**src/hw/bcop_pkg.sv**
```systemverilog
package bcop_pkg;
  // Operation select codes from the decoder
  localparam logic [2:0] OP_NONE = 3'h0;
  localparam logic [2:0] OP_BIT_RESET = 3'h1;
  localparam logic [2:0] OP_WATCHDOG_RESTART = 3'h2;
  localparam logic [2:0] OP_INVERT_MEMORY = 3'h3;
  localparam logic [2:0] OP_INVERT_INTO_WORKING = 3'h4;
  localparam logic [2:0] OP_BCD_ADJUST = 3'h5;
  // Decimal correction constants
  localparam logic [3:0] BCD_NIBBLE_MAX = 4'h9;
  localparam logic [3:0] BCD_NIBBLE_FIX = 4'h6;
  localparam logic [8:0] BCD_FIX_NONE = 9'h000;
  localparam logic [8:0] BCD_FIX_LOW = 9'h006;
  localparam logic [8:0] BCD_FIX_HIGH = 9'h060;
  localparam logic [8:0] BCD_FIX_BOTH = 9'h066;
  // Reset values
  localparam logic [7:0] WORKING_RESET = 8'h00;
  localparam logic [7:0] DATA_RESET = 8'h00;
  localparam logic FLAG_RESET = 1'b0;
endpackage : bcop_pkg

```
**src/hw/bcd_adjust_unit.sv**
```systemverilog
`timescale 1ns/100ps
`default_nettype none
module bcd_adjust_unit
  import bcop_pkg::*;
(
  // Operand and flags
  input wire logic [7:0] src_in,
  input wire logic nibble_borrow_in,
  input wire logic carry_in,
  // Result
  output logic [7:0] result_out,
  output logic carry_out
);
  logic low_fix;
  logic high_fix;
  logic [8:0] fix;
  logic [8:0] sum;

  always_comb
  begin
    low_fix = (src_in[3:0] > BCD_NIBBLE_MAX) || nibble_borrow_in;
    high_fix = (src_in[7:4] > BCD_NIBBLE_MAX) || carry_in;
    // Low correction may push the high nibble past nine
    if (!high_fix && low_fix && (src_in[7:4] == BCD_NIBBLE_MAX)
        && ({1'b0, src_in[3:0]} + {1'b0, BCD_NIBBLE_FIX} > 5'h0F))
      high_fix = 1'b1;
    case ({high_fix, low_fix})
      2'b01: fix = BCD_FIX_LOW;
      2'b10: fix = BCD_FIX_HIGH;
      2'b11: fix = BCD_FIX_BOTH;
      default: fix = BCD_FIX_NONE;
    endcase
    sum = {1'b0, src_in} + fix;
    result_out = sum[7:0];
    carry_out = sum[8] || high_fix;
  end
endmodule : bcd_adjust_unit
`default_nettype wire

```
**src/hw/bit_clear_complement_bcd_ops.sv**
```systemverilog
`timescale 1ns/100ps
`default_nettype none
module bit_clear_complement_bcd_ops
  import bcop_pkg::*;
(
  // Clock and reset
  input wire logic clk_sys_in,
  input wire logic rstn_in,
  // Decoder request
  input wire logic op_valid_in,
  input wire logic [2:0] op_code_in,
  input wire logic [2:0] bit_sel_in,
  // Operand from data memory and flag inputs
  input wire logic [7:0] mem_rdata_in,
  input wire logic watchdog_expired_set_in,
  input wire logic sleep_entered_set_in,
  input wire logic nibble_borrow_flag_in,
  // Data memory write
  output logic mem_we_out,
  output logic [7:0] mem_wdata_out,
  // Architectural state
  output logic [7:0] working_register_out,
  output logic zero_flag_out,
  output logic carry_flag_out,
  output logic watchdog_expired_flag_out,
  output logic sleep_entered_flag_out,
  output logic watchdog_restart_out
);
  logic [7:0] working_ff, nxt_working;
  logic [7:0] wdata_ff, nxt_wdata;
  logic we_ff, nxt_we;
  logic zero_ff, nxt_zero;
  logic carry_ff, nxt_carry;
  logic expired_ff, nxt_expired;
  logic sleep_ff, nxt_sleep;
  logic wdt_ff, nxt_wdt;
  logic [7:0] bcd_result;
  logic bcd_carry;
  logic [7:0] inv;

  bcd_adjust_unit u_bcd (
    .src_in(working_ff),
    .nibble_borrow_in(nibble_borrow_flag_in),
    .carry_in(carry_ff),
    .result_out(bcd_result),
    .carry_out(bcd_carry)
  );

  // ---------------------------------------------------------------
  // Execute
  // ---------------------------------------------------------------
  always_comb
  begin
    inv = ~mem_rdata_in;
    nxt_working = working_ff;
    nxt_wdata = wdata_ff;
    nxt_we = 1'b0;
    nxt_zero = zero_ff;
    nxt_carry = carry_ff;
    nxt_wdt = 1'b0;
    // Hardware set wins over a restart in the same cycle
    nxt_expired = expired_ff;
    nxt_sleep = sleep_ff;
    if (op_valid_in)
    begin
      case (op_code_in)
        OP_BIT_RESET:
        begin
          nxt_wdata = mem_rdata_in & ~(8'h01 << bit_sel_in);
          nxt_we = 1'b1;
        end
        OP_WATCHDOG_RESTART:
        begin
          nxt_wdt = 1'b1;
          nxt_expired = 1'b0;
          nxt_sleep = 1'b0;
        end
        OP_INVERT_MEMORY:
        begin
          nxt_wdata = inv;
          nxt_we = 1'b1;
          nxt_zero = (inv == 8'h00);
        end
        OP_INVERT_INTO_WORKING:
        begin
          nxt_working = inv;
          nxt_zero = (inv == 8'h00);
        end
        OP_BCD_ADJUST:
        begin
          nxt_wdata = bcd_result;
          nxt_we = 1'b1;
          nxt_carry = bcd_carry;
        end
        default: ;
      endcase
    end
    if (watchdog_expired_set_in)
      nxt_expired = 1'b1;
    if (sleep_entered_set_in)
      nxt_sleep = 1'b1;
  end

  always_ff @(posedge clk_sys_in or negedge rstn_in)
  begin
    if (!rstn_in)
    begin
      working_ff <= WORKING_RESET;
      wdata_ff <= DATA_RESET;
      we_ff <= 1'b0;
      zero_ff <= FLAG_RESET;
      carry_ff <= FLAG_RESET;
      expired_ff <= FLAG_RESET;
      sleep_ff <= FLAG_RESET;
      wdt_ff <= 1'b0;
    end
    else
    begin
      working_ff <= nxt_working;
      wdata_ff <= nxt_wdata;
      we_ff <= nxt_we;
      zero_ff <= nxt_zero;
      carry_ff <= nxt_carry;
      expired_ff <= nxt_expired;
      sleep_ff <= nxt_sleep;
      wdt_ff <= nxt_wdt;
    end
  end

  assign mem_we_out = we_ff;
  assign mem_wdata_out = wdata_ff;
  assign working_register_out = working_ff;
  assign zero_flag_out = zero_ff;
  assign carry_flag_out = carry_ff;
  assign watchdog_expired_flag_out = expired_ff;
  assign sleep_entered_flag_out = sleep_ff;
  assign watchdog_restart_out = wdt_ff;

  // Working register is held by the adjust, so the delta is the correction
  logic [7:0] bcd_delta;
  assign bcd_delta = mem_wdata_out - working_register_out;
endmodule : bit_clear_complement_bcd_ops
`default_nettype wire

```
**config.mk**
```make
export PLATFORM = sky130hd
export DESIGN_NAME = bit_clear_complement_bcd_ops
export DESIGN_NICKNAME = d
export VERILOG_FILES = /design/src/hw/bcop_pkg.sv /design/src/hw/bcd_adjust_unit.sv /design/src/hw/bit_clear_complement_bcd_ops.sv
export SDC_FILE = /design/constraint.sdc
export NUM_CORES = 1
export LEC_CHECK = 0
export ABC_CLOCK_PERIOD_IN_PS = 6300
export BUFFER_PORTS_ARGS = -buffer_cell sky130_fd_sc_hd__buf_2
export CAP_MARGIN = 20
export CORE_ASPECT_RATIO = 1.4
export CORE_MARGIN = 2
export CORE_UTILIZATION = 45
export DETAILED_ROUTE_END_ITERATION = 7
export PLACE_DENSITY = 0.72
export SETUP_SLACK_MARGIN = 0.05
export SYNTH_ARGS = -nofsm -noshare
export SYNTH_HDL_FRONTEND = slang
export SYNTH_SLANG_ARGS = --single-unit
```
**constraint.sdc**
```tcl
create_clock -name clk_sys_in -period 6.3 [get_ports clk_sys_in]
set_clock_uncertainty 0.15 [all_clocks]
set_input_delay 0.63 -clock clk_sys_in [delete_from_list [all_inputs] [get_ports clk_sys_in]]
set_output_delay 0.63 -clock clk_sys_in [all_outputs]
set_load 0.01 [all_outputs]
```
==> results of run 1 <==
## cells in the final DEF (no fill, tap or decap), drive strengths merged, types with 2 or more instances in the layout
master	synthesis	routed
nand2b	2	2
buf	2	43
o21ai	5	5
a21oi	16	16
nand4	4	4
nor2b	2	2
dfrtp	22	22
nand3b	3	3
a31oi	10	10
nand2	4	4
o311ai	3	3
a21o	3	3
xnor2	2	2
inv	8	8
nor2	20	20
and3b	2	2
ha	4	4
or3	4	4
nand3	7	7
clkbuf	4	4
## stage by stage
stage / instance area [um^2] / std cells
finish: 1610 / 224
global route: 1610 / 224
CTS: 1610 / 224
detailed placement: 1560 / 220
global placement: 1560 / 220
floorplan: 1320 / 146
## where the power goes
| group | total (mW) | switching, mW | internal, mW | leakage (nW) |
|---|---|---|---|---|
| Combinational | 0.152 | 0.0828 | 0.0695 | 0.447 |
| Clock | 0.102 | 0.0460 | 0.0558 | 0.0288 |
| Sequential | 0.195 | 0.0296 | 0.165 | 0.250 |
| Total | 0.449 | 0.158 | 0.291 | 0.725 |
## area by class of cell
type,instances,area (um^2)
tap,37,46.3
timing repair buffer,43,220
clock buffer,4,55.1
inverter,8,30.0
sequential,22,551
fill,299,1210
multi-input combinational,110,712
## layer usage
| layer | global-route usage | up-vias | share of wire |
|---|---|---|---|
| li1 | - | 624 | - |
| met1 | 0.221 | 629 | 0.42 |
| met2 | 0.397 | 47 | 0.51 |
| met3 | 0.0284 | 9 | 0.049 |
| met4 | 0.135 | 0 | 0.027 |
| met5 | 0 | - | 0 |
## worst max-delay path: stages, from the launching register on
cell	delay, ps
dfrtp_1	470
o21ai_0	190
nand2b_1	130
ha_1	240
fa_1	420
a31oi_1	280
nor2b_1	90
or3_1	330
a41oi_2	200
## cell families after synthesis
| kind of cell | synth area share |
|---|---|
| compound gates | 0.225 |
| simple gates | 0.221 |
| buf+inv | 0.0465 |
| fa+ha+maj | 0.0532 |
| mux | 0.0161 |
| flops | 0.418 |
| xor+xnor | 0.0199 |
## worst max-delay path by stage
stage	startpoint	endpoint	slack [ps]	cells after the start
5_1_grt	working_register_out[2]$_DFFE_PN0P_	mem_wdata_out[5]$_DFFE_PN0P_	3450	8
3_5_place_dp	nibble_borrow_flag_in	mem_wdata_out[5]$_DFFE_PN0P_	3600	8
6_report	working_register_out[2]$_DFFE_PN0P_	mem_wdata_out[5]$_DFFE_PN0P_	3720	8
3_3_place_gp	nibble_borrow_flag_in	mem_wdata_out[5]$_DFFE_PN0P_	3650	8
2_1_floorplan	nibble_borrow_flag_in	mem_wdata_out[5]$_DFFE_PN0P_	3820	7
4_1_cts	working_register_out[2]$_DFFE_PN0P_	mem_wdata_out[5]$_DFFE_PN0P_	3740	8
## state kept, by name, summed over array words and instances, names as in the netlist
name	count
watchdog_restart_out	1
mem_wdata_out	8
zero_flag_out	1
mem_we_out	1
working_register_out	8
watchdog_expired_flag_out	1
sleep_entered_flag_out	1
carry_flag_out	1
==> flow_summary.json, run 1 <==
{
  "drive_gt1_frac": 0.289,
  "hp-class": "in2async",
  "max-slew-margin-rel": 0.629,
  "required_ps": 6340,
  "r2r-start": "working_register_out[2]$_DFFE_PN0P_",
  "ant_nets": 0,
  "slew_viol_final": 0,
  "setup_slack_ps": 3720,
  "async_flop_share": 1.00,
  "drt-total-wl_mm": 3.36,
  "wl_per_cell_um": 15.0,
  "clk_pin_slew_worst_paths_ps": 80,
  "grt_pass1_wl_mm": 5.39,
  "r2r_end": "mem_wdata_out[5]$_DFFE_PN0P_",
  "reg2reg_slack_ps": 3720,
  "cts_resized": 0,
  "drc": 0,
  "timing.fmax_ghz": 0.387,
  "synth_most_common_cell": "dfrtp_1",
  "drt_iter0_drc": 33,
  "worst_ep_arrival_time_ps": 2620,
  "die_area_um2": 3380,
  "endpoint_kind": "register",
  "n_antenna_cell": 0,
  "vias": 1309,
  "power_density_nw_per_um2": 278,
  "cts_setup_buffers": 0,
  "via_per_inst": 5.84,
  "port-buffer-count": 41,
  "synth-seq-cells": 22,
  "p_leak_nw": 0.725,
  "grt_use_total": 0.211,
  "die_y_um": 68.0,
  "synth_cell_types": 41,
  "dp_slack_ps": 3600,
  "ios": 42,
  "netlist_instances": 146,
  "area_delta_synth_final_pct": 22.5,
  "max_cap_violations": 0,
  "setup_viol": 0,
  "synth_top_area_cell": "dfrtp_1",
  "status": "completed",
  "synth_top_flop_cell": "dfrtp_1",
  "worstMarginPinSlew_ps": 556,
  "tns_ps": 0,
  "design_power_total_mw": 0.449,
  "synth_top_cells_by_count": "dfrtp_1, nor2_1, a21oi_1, a31oi_1, inv_1",
  "die_x_um": 49.7,
  "synth.avg_cell_area_um2": 9.02,
  "cp-start-kind": "register",
  "cts_sinks": 22,
  "grt-ovfl-total": 0,
  "peakVddDrop_v": 0.000192,
  "initial_core_util": 0.467,
  "antenna_found_initial": 0,
  "yosys_warnings": 0,
  "gp_congestion": 0.892,
  "finalNetCount": 213,
  "syn-cell-area_um2": 1320,
  "synth_area_leaders": "dfrtp_1, a21oi_1, nor2_1",
  "path_class": "reg2reg",
  "hold_buffers": 0,
  "period_needed_ps": 2580,
  "synth_edf_count": 0,
  "r2r.worst_path.cells": 8,
  "hold_ws_ps": 169,
  "fin_crit_sh": 0.410,
  "grt_pass1_vias": 1288,
  "grt_max_degree": 23,
  "synth-seq-area-share": 0.418,
  "cts_buffer_depth": 2,
  "fin_util": 0.572,
  "crit_fanout": 7,
  "yosysTopAreaCellShare": 0.418,
  "dp_hpwl_mm": 2.58,
  "cts_tree": "done",
  "finalHoldViolCount": 0,
  "syn-num-nets": 171,
  "clk_latency_ps": 270,
  "cts_root_buf": "clkbuf_8",
  "core_um2": 2820,
  "dr.pass1.iters": 4,
  "rsz0062_at_grt": "false",
  "numCtsBuffers": 3,
  "row_count": 23,
  "cts-htree-levels": 1
}
No activity file was read; power rests on OpenSTA's default activity.
==> run 2: changes to the inputs <==
--- a/config.mk
+++ b/config.mk
@@ -5,7 +5,7 @@
 export SDC_FILE = /design/constraint.sdc
 export NUM_CORES = 1
 export LEC_CHECK = 0
-export ABC_CLOCK_PERIOD_IN_PS = 6300
+export ABC_CLOCK_PERIOD_IN_PS = 2500
 export BUFFER_PORTS_ARGS = -buffer_cell sky130_fd_sc_hd__buf_2
 export CAP_MARGIN = 20
 export CORE_ASPECT_RATIO = 1.4
==> constraint.sdc (replaced) <==
create_clock -name clk_sys_in -period 2.5 [get_ports clk_sys_in]
set_clock_uncertainty 0.15 [all_clocks]
set_input_delay 0.25 -clock clk_sys_in [delete_from_list [all_inputs] [get_ports clk_sys_in]]
set_output_delay 0.25 -clock clk_sys_in [all_outputs]
set_load 0.01 [all_outputs]
==> run 2 against run 1 <==
Against the previous run: worst setup slack worse by 3500 ps; sequential share of layout area down 1.1 points; largest power group unchanged; flip-flop and latch count unchanged; final cell count up 1.8%; global-route usage up 0.80 points; sequential power up 150%.
==> flow_summary.json, run 2 (synthesis results as in run 1) <==
{
  "gp_congestion": 0.852,
  "p_leak_nw": 0.745,
  "drive_gt1_frac": 0.314,
  "ant_nets": 0,
  "combinationalPowerShare": 0.373,
  "internal-power_mw": 0.756,
  "core_um2": 2820,
  "max_cap_violations": 0,
  "dp_hpwl_mm": 2.67,
  "vias": 1311,
  "multi_input_area_um2": 736,
  "drt_iter0_drc": 39,
  "port-buffer-count": 41,
  "rsz0062_at_grt": "false",
  "die_x_um": 49.7,
  "grt-ovfl-total": 0,
  "wl_per_cell_um": 15.3,
  "cp-start-kind": "register",
  "row_count": 23,
  "p_clk_frac": 0.220,
  "power_density_nw_per_um2": 704,
  "area_delta_synth_final_pct": 26.8,
  "period_needed_ps": 2310,
  "finalNetCount": 217,
  "worst_ep_arrival_time_ps": 2360,
  "status": "completed",
  "antenna_found_initial": 0,
  "drt-total-wl_mm": 3.50,
  "clk_latency_ps": 270,
  "max-slew-margin-rel": 0.516,
  "mostFrequentLayoutCell": "buf_2",
  "fin_area_um2": 1670,
  "fin_util": 0.592,
  "cts_root_buf": "clkbuf_8",
  "worstMarginPinSlew_ps": 716,
  "cts_sinks": 22,
  "final-seq-area_um2": 551,
  "endpoint_kind": "register",
  "grt_max_degree": 23,
  "setup_viol": 0,
  "die_area_um2": 3380,
  "numCtsBuffers": 3,
  "place_area_um2": 1580,
  "required_ps": 2550,
  "fin_crit_sh": 0.925,
  "grt_pass1_vias": 1276,
  "ios": 42,
  "place_inst": 223,
  "timing.fmax_ghz": 0.432,
  "hp-class": "in2reg",
  "nFillCells": 269,
  "final-instance-count-excl-fill": 228,
  "finalHoldViolCount": 0,
  "cts_buffer_depth": 2,
  "layout_common_cells": "buf_2, dfrtp_1, nor2_1",
  "n_antenna_cell": 0,
  "switching_share": 0.356,
  "tns_ps": 0,
  "path_class": "reg2reg",
  "cts_tree": "done",
  "grt_pass1_wl_mm": 5.61,
  "crit_fanout": 3,
  "drc": 0,
  "design_power_total_mw": 1.18,
  "clk_pin_slew_worst_paths_ps": 80,
  "initial_core_util": 0.467,
  "via_per_inst": 5.75,
  "cts_setup_buffers": 0,
  "power_frac_seq": 0.407,
  "slew_viol_final": 0,
  "die_y_um": 68.0,
  "dr.pass1.iters": 4,
  "peakVddDrop_v": 0.000453,
  "p_sw_mw": 0.419,
  "grt_use_total": 0.219,
  "cts-htree-levels": 1
}
-- run 2: layer usage --
| metal | wire (um) | vias to the layer above | GRT usage | part of all wire |
|---|---|---|---|---|
| met1 | 1410 | 633 | 0.243 | 0.40 |
| met4 | 57 | 0 | 0.0972 | 0.016 |
| met2 | 1870 | 43 | 0.415 | 0.53 |
| li1 | - | 630 | - | - |
| met3 | 159 | 5 | 0.0306 | 0.045 |
| met5 | 0 | - | 0 | 0 |
-- run 2: final timing paths --
check,from,end,slack (ps),cells after the start
hold / removal,sleep_entered_set_in,sleep_entered_flag_out$_DFFE_PN0P_,4,2
setup reg to reg,working_register_out[2]$_DFFE_PN0P_,mem_wdata_out[5]$_DFFE_PN0P_,190,8
hold reg to reg,sleep_entered_flag_out$_DFFE_PN0P_,sleep_entered_flag_out$_DFFE_PN0P_,330,1
min in group asynchronous,rstn_in,working_register_out[6]$_DFFE_PN0P_,330,2
max in group asynchronous,rstn_in,mem_wdata_out[3]$_DFFE_PN0P_,1510,2
setup / recovery,working_register_out[2]$_DFFE_PN0P_,mem_wdata_out[5]$_DFFE_PN0P_,190,8
-- run 2: area by class of cell --
type                       count  share of cell area
multi-input combinational    110               0.440
clock buffer                   4              0.0330
timing repair buffer          47               0.151
inverter                       8              0.0180
tap                           37              0.0277
sequential                    22               0.330
-- run 2: critical path, stage by stage, from the launching register on --
cell and delay, ps:
dfrtp_1 390, o21ai_0 160, nand2b_1 140, ha_1 240, fa_2 390, a31oi_4 180
nor2b_1 90, or3_1 320, a41oi_2 190
-- run 2: power by group through the flow --
stage / Clock (mW) / Combinational, mW / Sequential [mW]
3_3_place_gp: 0 / 0.408 / 0.475
3_5_place_dp: 0 / 0.420 / 0.480
5_1_grt: 0.275 / 0.483 / 0.486
6_report: 0.259 / 0.439 / 0.478
2_1_floorplan: 0 / 0.222 / 0.508
4_1_cts: 0.261 / 0.428 / 0.474
-- run 2: stage by stage --
stage	hold WS, ps	worst slack, ps
after floorplan	-196	62.5
after CTS	9.67	61.9
after global routing	7.91	76.5
after detailed placement	100	49.8
after global placement	83.4	114
final	4.16	186
-- run 2: timing repair --
item / in CTS / in global routing
endpoints found under the hold margin: 22 / 0
endpoints found under the setup margin: 1 / 2
resized for setup: 1 / 3
hold buffers: 1 / 0
pin swaps: 0 / 1
==> run 3: changes to the inputs <==
--- a/config.mk
+++ b/config.mk
@@ -5,11 +5,11 @@
 export SDC_FILE = /design/constraint.sdc
 export NUM_CORES = 1
 export LEC_CHECK = 0
-export ABC_CLOCK_PERIOD_IN_PS = 2500
+export ABC_CLOCK_PERIOD_IN_PS = 2150
 export BUFFER_PORTS_ARGS = -buffer_cell sky130_fd_sc_hd__buf_2
 export CAP_MARGIN = 20
 export CORE_ASPECT_RATIO = 1.4
-export CORE_MARGIN = 2
+export CORE_MARGIN = 5
 export CORE_UTILIZATION = 45
 export DETAILED_ROUTE_END_ITERATION = 7
 export PLACE_DENSITY = 0.72
==> constraint.sdc (replaced) <==
create_clock -name clk_sys_in -period 2.15 [get_ports clk_sys_in]
set_clock_uncertainty 0.15 [all_clocks]
set_input_delay 0.3225 -clock clk_sys_in [delete_from_list [all_inputs] [get_ports clk_sys_in]]
set_output_delay 0.3225 -clock clk_sys_in [all_outputs]
set_load 0.01 [all_outputs]
==> run 3 against run 2 <==
Against the previous run: hold slack better by 81 ps; clock-buffer cell count stayed put; combinational power is 37% higher; worst setup slack worse by 260 ps; clock power is 14% higher; utilization is 3.2 points higher; sequential share of layout area is 1.9 points lower; global-route usage is 2.5 points lower; die area is 22% higher; critical path type unchanged; routed wire length is 6.4% higher; the flow now finishes with violations (negative setup slack); critical endpoint is now mem_wdata_out[6]$_DFFE_PN0P_.
==> flow_summary.json, run 3 (synthesis results as in run 1) <==
{
  "wl_met2_mm": 1.96,
  "r2r-start": "working_register_out[1]$_DFFE_PN0P_",
  "nFillCells": 245,
  "area_delta_synth_final_pct": 34.9,
  "slew_viol_final": 0,
  "peakVddDrop_v": 0.000452,
  "p_sw_mw": 0.513,
  "worstMarginPinSlew_ps": 513,
  "cts_root_buf": "clkbuf_8",
  "gp_congestion": 0.881,
  "worstHoldStart": "sleep_entered_set_in",
  "clk_pin_slew_worst_paths_ps": 80,
  "failed_checks": "negative setup slack",
  "crit_chain": "o21ai_1, nand2b_1, ha_1, a21o_1, a31o_2, a21oi_2, nor4_1, or3_1",
  "cp_slowest_cell": "dfrtp_1",
  "switching_share": 0.354,
  "ios": 42,
  "cts_sinks": 22,
  "p_clk_frac": 0.203,
  "reg2reg_slack_ps": -70,
  "drive_gt1_frac": 0.373,
  "die_area_um2": 4130,
  "hold_ws_ps": 85.3,
  "timing.fmax_ghz": 0.451,
  "hp-class": "in2reg",
  "p_leak_nw": 0.806,
  "fin_crit_sh": 1.03,
  "min_to": "sleep_entered_flag_out$_DFFE_PN0P_",
  "mostFrequentLayoutCell": "buf_2",
  "finalNetCount": 227,
  "grt_pass1_wl_mm": 6.45,
  "via_per_inst": 5.61,
  "endpoint_kind": "register",
  "power_density_nw_per_um2": 817,
  "whs_path_depth": 2,
  "ant_nets": 0,
  "path_class": "reg2reg",
  "cp-start-kind": "register",
  "worst_ep_arrival_time_ps": 2210,
  "grt_use_total": 0.194,
  "cts_buffer_depth": 2,
  "crit_fanout": 3,
  "core_um2": 2850,
  "port-buffer-count": 41,
  "wl_per_cell_um": 15.6,
  "dp_slack_ps": -126,
  "cp-startpoint": "working_register_out[1]$_DFFE_PN0P_",
  "grt-ovfl-total": 0,
  "numCtsBuffers": 3,
  "drt_iter0_drc": 55,
  "drt-met1-wl_mm": 1.50,
  "cts-htree-levels": 1,
  "period_needed_ps": 2220,
  "setup_viol": 4,
  "status": "complete, but fails checks",
  "max-slew-margin-rel": 0.658,
  "r2r_end": "mem_wdata_out[6]$_DFFE_PN0P_",
  "wl_met3_um": 185,
  "rsz0062_at_grt": "true",
  "combinationalPowerShare": 0.415,
  "die_x_um": 55.7,
  "setup_slack_ps": -69.4,
  "required_ps": 2140,
  "power_frac_seq": 0.381,
  "max_cap_violations": 0,
  "clk_latency_ps": 260,
  "row_count": 23,
  "layout_common_cells": "buf_2, dfrtp_1, nor2_1",
  "cts_tree": "done",
  "r2r.worst_path.cells": 8,
  "vias": 1335,
  "grt_max_degree": 23,
  "dr.pass1.iters": 4,
  "n_antenna_cell": 0,
  "highest_layer": "met4",
  "grt_pass1_vias": 1419,
  "initial_core_util": 0.462,
  "drc": 0,
  "antenna_found_initial": 0,
  "dp_hpwl_mm": 2.90,
  "max_stage_delay_ps": 400,
  "finalHoldViolCount": 0,
  "internal-power_mw": 0.939,
  "tns_ps": -177,
  "die_y_um": 74.0,
  "drt-total-wl_mm": 3.72
}
## run 3: cell count changes in the layout (fill, tap and decap cells not counted), sizes merged
cell  delta
buf     +10
## run 3: power groups by stage
| stage | registers, mW | clock network [mW] | logic, mW |
|---|---|---|---|
| floorplan | 0.598 | 0 | 0.278 |
| global placement | 0.555 | 0 | 0.539 |
| detailed placement | 0.562 | 0 | 0.550 |
| CTS | 0.550 | 0.301 | 0.597 |
| global route | 0.566 | 0.320 | 0.665 |
| finish | 0.554 | 0.295 | 0.603 |
## run 3: final cells by class
class	instances	area, um^2	share of cell area
multi-input cells	110	763	0.429
flip-flops and latches	22	552	0.310
repair buffers	57	332	0.186
inverters	8	30.0	0.0169
clock buffers	4	55.1	0.0310
well taps	37	46.3	0.0260
## run 3: what timing repair did
item                                    4_1_cts  5_1_grt
hold buffers                                  1        0
pin swaps                                    10        7
endpoints found under the setup margin        5        5
gates resized for setup                       2        2
buffers inserted                              4        0
endpoints found under the hold margin        22        0
## run 3: how the worst max path moves through the flow
stage          cells past startpoint                            to  slack, ps
2_1_floorplan                      9  mem_wdata_out[5]$_DFFE_PN0P_       -130
4_1_cts                            8  mem_wdata_out[5]$_DFFE_PN0P_        -90
5_1_grt                            9  mem_wdata_out[3]$_DFFE_PN0P_       -150
6_report                           8  mem_wdata_out[6]$_DFFE_PN0P_        -70
3_5_place_dp                       8  mem_wdata_out[5]$_DFFE_PN0P_       -130
3_3_place_gp                       8  mem_wdata_out[5]$_DFFE_PN0P_        -40
## run 3: through the flow
step	area, um^2	total power, mW	cells	util
CTS	1760	1.45	238	0.619
detailed placement	1660	1.11	229	0.582
floorplan	1350	0.876	146	-
finish	1780	1.45	238	0.624
global route	1780	1.55	238	0.624
global placement	1660	1.09	229	0.582
## run 3: critical path: cells and delay by family (launching register included)
family                   cells  cell delay, ps
AND/OR/NAND/NOR              3             530
AO/OA/AOI/OAI                4             710
flip-flops                   1             400
adder cells (fa/ha/maj)      1             290
## run 3: per-layer routing
| metal | up-vias | global-route usage |
|---|---|---|
| li1 | 647 | - |
| met1 | 630 | 0.226 |
| met2 | 49 | 0.358 |
| met3 | 9 | 0.0295 |
| met4 | 0 | 0.0784 |
| met5 | - | 0 |
